`src/shared/sdl_pkg.sv`:
```
// What this block does
// - Take 16-bit word, sample data on falling clock
// - Link is clock, data, frame and load strobe
// - Latch updates automatically or by load strobe
// - Strobe low: update on sixteenth falling edge
// - Format low unipolar: natural binary code
// - Format high: two's complement code
// - Format low bipolar: offset binary, MSB inverted
// - Host frames transfer, releases frame when done
// - Active-high host frame must be inverted
// - Host may pulse load strobe for updates
// - Host sends 16-bit words, gated clock
// - Drop first four bits, twelve code bits MSB-first
// - Ignore clock edges after sixteen in frame
// - Strobe high at frame start: strobe-driven update
package sdl_pkg;
  localparam int WORD_BITS = 16;
  localparam int CODE_BITS = 12;
  localparam int DONT_CARE_BITS = 4;
  localparam int CNT_W = 5;
  localparam int CLK_HZ = 10_000_000;
  localparam int SCLK_PERIOD_NS = 800;
  localparam int CLK_PERIOD_NS = 1_000_000_000 / CLK_HZ;
  localparam int SCLK_HALF_CYC = (SCLK_PERIOD_NS / 2 + CLK_PERIOD_NS - 1) / CLK_PERIOD_NS;
  localparam logic [CODE_BITS-1:0] LATCH_RST = 12'h000;
  localparam logic [CNT_W-1:0] CNT_RST = 5'h00;
endpackage

```
`src/shared/sdl_link_if.sv`:
```
interface sdl_link_if;
  logic shift_clk;
  logic serial_data_in;
  logic host_transmit_frame_n;
  logic latch_load_strobe_n;
  modport dac (
    input shift_clk,
    input serial_data_in,
    input host_transmit_frame_n,
    input latch_load_strobe_n
  );
  modport host (
    output shift_clk,
    output serial_data_in,
    output host_transmit_frame_n,
    output latch_load_strobe_n
  );
endinterface

```
`src/design/sdl_dac_end.sv`:
```
module sdl_dac_end (
  input wire logic ref_clk,
  input wire logic rst,
  sdl_link_if.dac link,
  input wire logic code_format_select,
  input wire logic bipolar_range,
  output logic [sdl_pkg::CODE_BITS-1:0] dac_code,
  output logic [sdl_pkg::CODE_BITS-1:0] dac_code_offset,
  output logic dac_update
);
  typedef struct packed {
    logic [3:0] s1;
    logic [3:0] s2;
    logic clk_d;
    logic ld_d;
    logic fr_d;
    logic busy;
    logic auto_mode;
    logic word_done;
    logic [sdl_pkg::CNT_W-1:0] cnt;
    logic [sdl_pkg::WORD_BITS-1:0] shreg;
    logic [sdl_pkg::CODE_BITS-1:0] code;
    logic [sdl_pkg::CODE_BITS-1:0] offs;
    logic upd;
  } sdl_dac_st_t;

  sdl_dac_st_t st_ff, nxt_st;
  logic clk_s, dat_s, fr_s, ld_s;

  assign clk_s = st_ff.s2[0];
  assign dat_s = st_ff.s2[1];
  assign fr_s = st_ff.s2[2];
  assign ld_s = st_ff.s2[3];

  // Natural or two's complement pass through; offset view flips MSB
  function automatic logic [sdl_pkg::CODE_BITS-1:0] flip_msb(input logic [sdl_pkg::CODE_BITS-1:0] c);
    flip_msb = {~c[sdl_pkg::CODE_BITS-1], c[sdl_pkg::CODE_BITS-2:0]};
  endfunction

  always_comb begin
    logic [sdl_pkg::WORD_BITS-1:0] w;
    logic [sdl_pkg::CODE_BITS-1:0] c;
    w = '0;
    c = '0;
    nxt_st = st_ff;
    nxt_st.upd = 1'b0;
    nxt_st.s1 = {link.latch_load_strobe_n, link.host_transmit_frame_n, link.serial_data_in, link.shift_clk};
    nxt_st.s2 = st_ff.s1;
    nxt_st.clk_d = clk_s;
    nxt_st.ld_d = ld_s;
    nxt_st.fr_d = fr_s;
    if (st_ff.fr_d && !fr_s) begin
      nxt_st.busy = 1'b1;
      nxt_st.cnt = sdl_pkg::CNT_RST;
      nxt_st.auto_mode = !ld_s;
      nxt_st.word_done = 1'b0;
    end else if (st_ff.busy && fr_s) begin
      nxt_st.busy = 1'b0;
    end else if (st_ff.busy && st_ff.clk_d && !clk_s &&
                 st_ff.cnt < 5'(sdl_pkg::WORD_BITS)) begin
      w = {st_ff.shreg[sdl_pkg::WORD_BITS-2:0], dat_s};
      nxt_st.shreg = w;
      nxt_st.cnt = st_ff.cnt + 5'h01;
      if (st_ff.cnt == 5'(sdl_pkg::WORD_BITS - 1)) begin
        nxt_st.word_done = 1'b1;
        if (st_ff.auto_mode) begin
          nxt_st.upd = 1'b1;
        end
      end
    end
    c = nxt_st.upd ? w[sdl_pkg::CODE_BITS-1:0] : st_ff.shreg[sdl_pkg::CODE_BITS-1:0];
    // strobe-driven update
    // Strobe dropping with the next frame edge selects auto mode, not a reload
    if (!st_ff.auto_mode && st_ff.word_done && st_ff.ld_d && !ld_s && !(st_ff.fr_d && !fr_s)) begin
      nxt_st.upd = 1'b1;
    end
    if (nxt_st.upd) begin
      nxt_st.code = c;
      if (bipolar_range && !code_format_select) begin
        nxt_st.offs = c;
        nxt_st.code = flip_msb(c);
      end else begin
        nxt_st.offs = flip_msb(c);
      end
    end
  end

  always_ff @(posedge ref_clk or posedge rst) begin
    if (rst) begin
      // Pin idle levels, so no false edge follows reset
      st_ff <= '{s1: 4'h4, s2: 4'h4, clk_d: 1'b0, ld_d: 1'b0, fr_d: 1'b1, busy: 1'b0,
                 auto_mode: 1'b0, word_done: 1'b0, cnt: sdl_pkg::CNT_RST, shreg: 16'h0000,
                 code: sdl_pkg::LATCH_RST, offs: sdl_pkg::LATCH_RST, upd: 1'b0};
    end else begin
      st_ff <= nxt_st;
    end
  end

  assign dac_code = st_ff.code;
  assign dac_code_offset = st_ff.offs;
  assign dac_update = st_ff.upd;
endmodule

```
`src/flat_wrapper.sv`:
```
// flat-port wrapper written by rule: the top's interface ports become plain ports
module sdl_dac_end_flat 
  (ref_clk, rst, code_format_select, bipolar_range, dac_code, dac_code_offset, dac_update, link_shift_clk, link_serial_data_in, link_host_transmit_frame_n, link_latch_load_strobe_n);
  sdl_link_if link_i ();
  input wire logic ref_clk;
  input wire logic rst;
  input wire logic code_format_select;
  input wire logic bipolar_range;
  output logic [sdl_pkg::CODE_BITS-1:0] dac_code;
  output logic [sdl_pkg::CODE_BITS-1:0] dac_code_offset;
  output logic dac_update;
  input wire logic [$bits(link_i.shift_clk)-1:0] link_shift_clk;
  input wire logic [$bits(link_i.serial_data_in)-1:0] link_serial_data_in;
  input wire logic [$bits(link_i.host_transmit_frame_n)-1:0] link_host_transmit_frame_n;
  input wire logic [$bits(link_i.latch_load_strobe_n)-1:0] link_latch_load_strobe_n;
  assign link_i.shift_clk = link_shift_clk;
  assign link_i.serial_data_in = link_serial_data_in;
  assign link_i.host_transmit_frame_n = link_host_transmit_frame_n;
  assign link_i.latch_load_strobe_n = link_latch_load_strobe_n;
  sdl_dac_end u_core (.ref_clk(ref_clk), .rst(rst), .link(link_i), .code_format_select(code_format_select), .bipolar_range(bipolar_range), .dac_code(dac_code), .dac_code_offset(dac_code_offset), .dac_update(dac_update));
endmodule
```
`config.mk`:
```
export PLATFORM = sky130hd
export DESIGN_NAME = sdl_dac_end_flat
export DESIGN_NICKNAME = d
export VERILOG_FILES = /design/src/shared/sdl_pkg.sv /design/src/shared/sdl_link_if.sv /design/src/design/sdl_dac_end.sv /design/src/flat_wrapper.sv
export SDC_FILE = /design/constraint.sdc
export NUM_CORES = 1
export LEC_CHECK = 0
export BUFFER_PORTS_ARGS = -buffer_cell sky130_fd_sc_hd__buf_2
export CAP_MARGIN = 20
export CORE_MARGIN = 8
export CORE_UTILIZATION = 50
export CTS_CLUSTER_DIAMETER = 60
export DETAILED_ROUTE_END_ITERATION = 12
export GPL_TIMING_DRIVEN = 0
export PLACE_DENSITY = 0.77
export SLEW_MARGIN = 5
export SYNTH_ARGS = -nofsm -noshare
export SYNTH_HDL_FRONTEND = slang
export SYNTH_SLANG_ARGS = --single-unit
export TNS_END_PERCENT = 30
```
`constraint.sdc`:
```
create_clock -name ref_clk -period 2.3 [get_ports ref_clk]
set_input_delay 0.345 -clock ref_clk [delete_from_list [all_inputs] [get_ports ref_clk]]
set_output_delay 0.345 -clock ref_clk [all_outputs]
set_load 0.01 [all_outputs]
```
==> impl_metrics.yaml, run 1 <==
outcome:
  status: "finished, final reports clean"
timing:
  fmax_mhz: 559
  rsz0062_at_grt: "false"
  setup_ws_ns: 0.511
  clock-skew-final_ns: 0.00383
  slew_headroom_pct: 76.1
  hold_ws_ns: 0.146
  fin_crit_ns: 1.79
  setup_violations: 0
  finalMaxSlewViolations: 0
  period_share_pct: 77.8
  fin_tns_setup_ns: 0
  tightestPinTransition_ns: 0.356
  final-hold-violation-count: 0
synthesis:
  synth-seq-area-share_pct: 55.4
  ys_ff_latch: 45
  synth_fa_ha_area_share_pct: 1.23
  yosysUniqueCellTypes: 34
  synthArstFlopShare_pct: 100
  synth_edf_count: 0
  yosys.area_share.simple_pct: 9.99
  synth_top_family_by_area: "multiplexers"
  synthXorXnorAreaFrac_pct: 0.858
  synth_compound_area_share_pct: 7.11
  yosys_warnings: 0
  syn_area_mm2: 0.00204
  synth.area.mux_share_pct: 13.5
  syn_nets: 175
  synthCells: 165
  avgSynthCellArea_um2: 12.4
  synth_ff_type: "dfrtp_1"
critical_path:
  required_ns: 2.53
  crit_type: "register to register"
  critPathCaptureType: "register"
  reg2reg_to: "u_core.st_ff[45]"
  start_kind: "register"
  ff2ff_setup_slack_ns: 0.51
  reg2reg_from: "u_core.st_ff[41]"
  crit_path_start: "u_core.st_ff[41]"
  worst_r2r_path_depth: 5
  crit_fanout: 5
  cp_data_arrival_time_ns: 2.01
  cp-endpoint: "u_core.st_ff[45]"
placed_design:
  place_ws_ns: 0.518
  hpwl_mm: 2.37
  gp_congestion: 0.775
  io_buffers: 32
layout:
  diodes: 0
  layout_common_cells: "dfrtp_1 (42), buf_2 (32), buf_4 (25)"
  final_common_cell: "dfrtp_1"
  syn2layout_area_growth_pct: 16.3
  layout-drive-gt1-share_pct: 40.6
  fin_util_pct: 59.8
  layout.nets: 216
route:
  finalWirelength_mm: 3.31
  firstDrtPassIters: 4
  viasPerCell: 4.86
  via_count: 1249
  drtIter0Drc: 83
  avgRoutedWirePerCell_um: 12.9
  drc_errors: 0
  ant_nets: 0
floorplan:
  start_util_pct: 51.4
  fp-row-count: 23
  core_mm2: 0.00397
  io_pins: 33
  fp.dieW_um: 79.9
  die_y_um: 79.9
  fp.dieArea_mm2: 0.00638
power_and_ir_drop:
  peakVddDrop_uv: 434
  p_per_area_mw_per_mm2: 577
  leakage_uw: 0.00133
cts:
  cts_root_buf: "clkbuf_8"
  numClockSinks: 45
  tritoncts: "yes"
  clk_latency_ns: 0.29
  htreeDepth: 2
  cts_buffer_depth: 2
  cts_made_buffers: 5
  clkTransAtPathRegs_ns: 0.08
grt:
  grt_pass1_wl_mm: 5.80
  grt.overflow.total: 0
  grt_usage_pct: 11.5
  grt_max_degree: 43
  antenna_found_initial: 0
  grt_pass1_vias: 1263
hold_path:
  worstHoldPathType: "input pin to register"
run:
  maxCapViolCount: 0
[cell type report]
| cell class | count | area [µm²] |
|---|---|---|
| inverters | 3 | 11.3 |
| repair buffers | 34 | 190 |
| well taps | 50 | 62.6 |
| plain buffers | 29 | 233 |
| fillers | 326 | 1600 |
| clock buffers | 8 | 80.1 |
| flip-flops and latches | 45 | 1130 |
| multi-input cells | 88 | 667 |
[flip-flops by register name, indices dropped and copies added, names as in the netlist]
signal and flops:
u_core.nxt_st 4, u_core.clk_s 1, u_core.dac_code_offset 12, u_core.dac_update 1, u_core.ld_s 1, u_core.dac_code 1
u_core.st_ff 23, u_core.fr_s 1, u_core.dat_s 1
[worst min-delay path by stage]
stage,startpoint,end,slack (ns),cells past startpoint
floorplan,u_core.nxt_st[52],u_core.clk_s,0.33,0
global placement,u_core.nxt_st[52],u_core.clk_s,0.34,0
detailed placement,rst,u_core.dat_s,0.22,2
CTS,link_host_transmit_frame_n,u_core.nxt_st[54],0.14,1
global route,link_host_transmit_frame_n,u_core.nxt_st[54],0.13,1
finish,link_host_transmit_frame_n,u_core.nxt_st[54],0.15,1
[cells by family (layout without fill, tap and decap cells)]
kind of cell / Yosys count / in the layout
AND/OR/NAND/NOR: 35 / 35
multiplexers: 23 / 23
adder cells (fa/ha/maj): 2 / 2
AO/OA/AOI/OAI: 26 / 26
flip-flops: 45 / 45
XOR/XNOR: 2 / 2
buffers and inverters: 32 / 74
[stage by stage]
step                instances  total power (µW)  instance area [µm²]
floorplan                 165               900                 2040
global placement          247               918                 2260
detailed placement        248               926                 2280
CTS                       257              1380                 2370
global route              257              1420                 2370
finish                    257              1370                 2370
[critical path, cell delays in order (launching register included)]
cell	delay, ns
dfrtp_1	0.43
ha_1	0.25
and3_1	0.19
ha_1	0.26
or4_1	0.46
a21oi_1	0.14
[power by group]
part | internal [µW] | switching (µW) | leakage (µW)
clock | 216 | 244 | 0.0000395
sequential | 818 | 21.8 | 0.000590
combinational | 35.2 | 34.4 | 0.000703
total | 1070 | 300 | 0.00133
[what timing repair did]
item                      in CTS  in global routing
gates resized for setup        0                  0
hold endpoints to repair       3                  0
hold buffers                   1                  0
buffers inserted               0                  0
[cells in the mapped netlist (2+ instances only)]
cell	number	area share, %
buf_6	4	2.2
mux2_4	8	5.9
a21oi_1	2	0.49
dfstp_2	3	3.9
nor2_1	5	0.92
o21ai_0	4	0.98
dfrtp_1	42	52
o21ai_1	15	3.7
nand4_1	2	0.61
mux2_1	3	1.7
inv_1	3	0.55
mux2i_1	11	5.4
ha_1	2	1.2
nand2_1	15	2.8
buf_4	25	9.2
nor2b_1	3	0.92
[layer usage]
layer  wire, µm  share of wire [%]  GRT usage, %
met3        230                6.9          4.95
met4         40                1.2          3.27
met5          0                  0             0
met2       1530                 46          17.4
met1       1510                 46          14.5
(Power assumes the default switching activity.)
==> inputs of run 2 (changes only) <==
==> constraint.sdc (replaced) <==
create_clock -name ref_clk -period 1.8 [get_ports ref_clk]
set_input_delay 0.27 -clock ref_clk [delete_from_list [all_inputs] [get_ports ref_clk]]
set_output_delay 0.27 -clock ref_clk [all_outputs]
set_load 0.01 [all_outputs]
==> impl_metrics.yaml, run 2 (synthesized netlist as in run 1, its figures left out) <==
floorplan:
  die_y_um: 79.9
  core_mm2: 0.00397
  fp-row-count: 23
  fp.dieW_um: 79.9
  io_pins: 33
  start_util_pct: 51.4
  fp.dieArea_mm2: 0.00638
placed_design:
  dp.cells: 248
  hpwl_mm: 2.37
  io_buffers: 32
  placed_cell_area_mm2: 0.00228
  place_ws_ns: 0.0175
  gp_congestion: 0.775
grt:
  antenna_found_initial: 0
  grt_max_degree: 43
  grt_pass1_vias: 1263
  grt_pass1_wl_mm: 5.80
  grt.overflow.total: 0
  grt_usage_pct: 11.5
timing:
  clock-skew-final_ns: 0.00383
  finalMaxSlewViolations: 0
  period_share_pct: 95.4
  fin_tns_setup_ns: 0
  setup_violations: 0
  fmax_mhz: 582
  rsz0062_at_grt: "false"
  fin_crit_ns: 1.72
  slew_headroom_pct: 76.1
  hold_ws_ns: 0.0710
  setup_ws_ns: 0.0832
  final-hold-violation-count: 0
  tightestPinTransition_ns: 0.356
route:
  viasPerCell: 4.86
  ant_nets: 0
  via_count: 1254
  firstDrtPassIters: 4
  avgRoutedWirePerCell_um: 12.9
  drc_errors: 0
  finalWirelength_mm: 3.33
  drtIter0Drc: 93
layout:
  final_cells: 258
  ff_latch_area_mm2: 0.00113
  final_common_cell: "dfrtp_1"
  syn2layout_area_growth_pct: 16.8
  layout_common_cells: "dfrtp_1 (42), buf_2 (32), buf_4 (26)"
  max_flop_register: "u_core.st_ff"
  fill_cells: 326
  diodes: 0
  stdcell_area_mm2: 0.00238
  layout.nets: 217
  multi_input_area_um2: 669
  layout-drive-gt1-share_pct: 41.3
  largest_reg_flops: 23
cts:
  numClockSinks: 45
  clk_latency_ns: 0.29
  cts_made_buffers: 5
  tritoncts: "yes"
  clkTransAtPathRegs_ns: 0.08
  htreeDepth: 2
  cts_buffer_depth: 2
  cts_root_buf: "clkbuf_8"
power_and_ir_drop:
  p_per_area_mw_per_mm2: 734
  leakage_uw: 0.00134
  peakVddDrop_uv: 554
critical_path:
  reg2reg_from: "u_core.st_ff[41]"
  start_kind: "register"
  crit_type: "register to register"
  ff2ff_setup_slack_ns: 0.08
  cp_data_arrival_time_ns: 1.94
  crit_fanout: 3
  required_ns: 2.03
  reg2reg_to: "u_core.st_ff[45]"
  critPathCaptureType: "register"
  worst_r2r_path_depth: 5
hold_path:
  worstHoldPathType: "input pin to register"
  hold_start: "link_host_transmit_frame_n"
  whs_endpoint: "u_core.nxt_st[54]"
  hold_depth: 1
outcome:
  status: "finished, final reports clean"
run:
  maxCapViolCount: 0
==> run 2: stage by stage <==
stage / utilization [%] / total power, µW
after global routing: 60.0 / 1820
final: 60.0 / 1750
after CTS: 59.8 / 1770
after detailed placement: 57.5 / 1180
after floorplan: - / 1150
after global placement: 57.0 / 1170
==> run 2: power breakdown <==
group / switching (µW) / total (µW) / internal, µW
clock: 311 / 587 / 276
sequential: 27.3 / 1070 / 1040
combinational: 44.8 / 91.4 / 46.5
==> run 2: final cells by class <==
class,count,area share [%]
multi-input combinational,88,28.1
sequential,45,47.4
tap,50,2.62
clock buffer,8,3.36
buffer,29,9.76
timing repair buffer,35,8.29
inverter,3,0.472
==> run 2: critical path: stages, from the launching register on <==
cell and delay (ns):
dfrtp_1 0.41, ha_2 0.20, and3_1 0.18, ha_1 0.26, or4_1 0.46, a21oi_1 0.14
==> run 2: timing repair <==
action,in CTS,in global routing
endpoints found under the setup margin,0,1
resized for setup,0,1
hold buffers,1,0
hold endpoints to repair,3,0
setup buffers,0,1
==> run 2: worst max-delay path by stage <==
stage | slack, ns | end | from
detailed placement | 0.02 | u_core.st_ff[45] | u_core.st_ff[41]
floorplan | 0.1 | u_core.st_ff[45] | u_core.st_ff[41]
global placement | -0.07 | u_core.st_ff[44] | rst
CTS | 0.001 | u_core.st_ff[45] | u_core.st_ff[41]
finish | 0.08 | u_core.st_ff[45] | u_core.st_ff[41]
global route | 0.03 | u_core.st_ff[45] | u_core.st_ff[42]
==> run 2: routing by layer <==
metal / global-route usage [%] / vias to the layer above / part of all wire [%]
met5: 0 / - / 0
met4: 3.27 / 0 / 1.2
met3: 4.95 / 5 / 6.9
met2: 17.4 / 25 / 46
met1: 14.5 / 594 / 46
li1: - / 630 / -
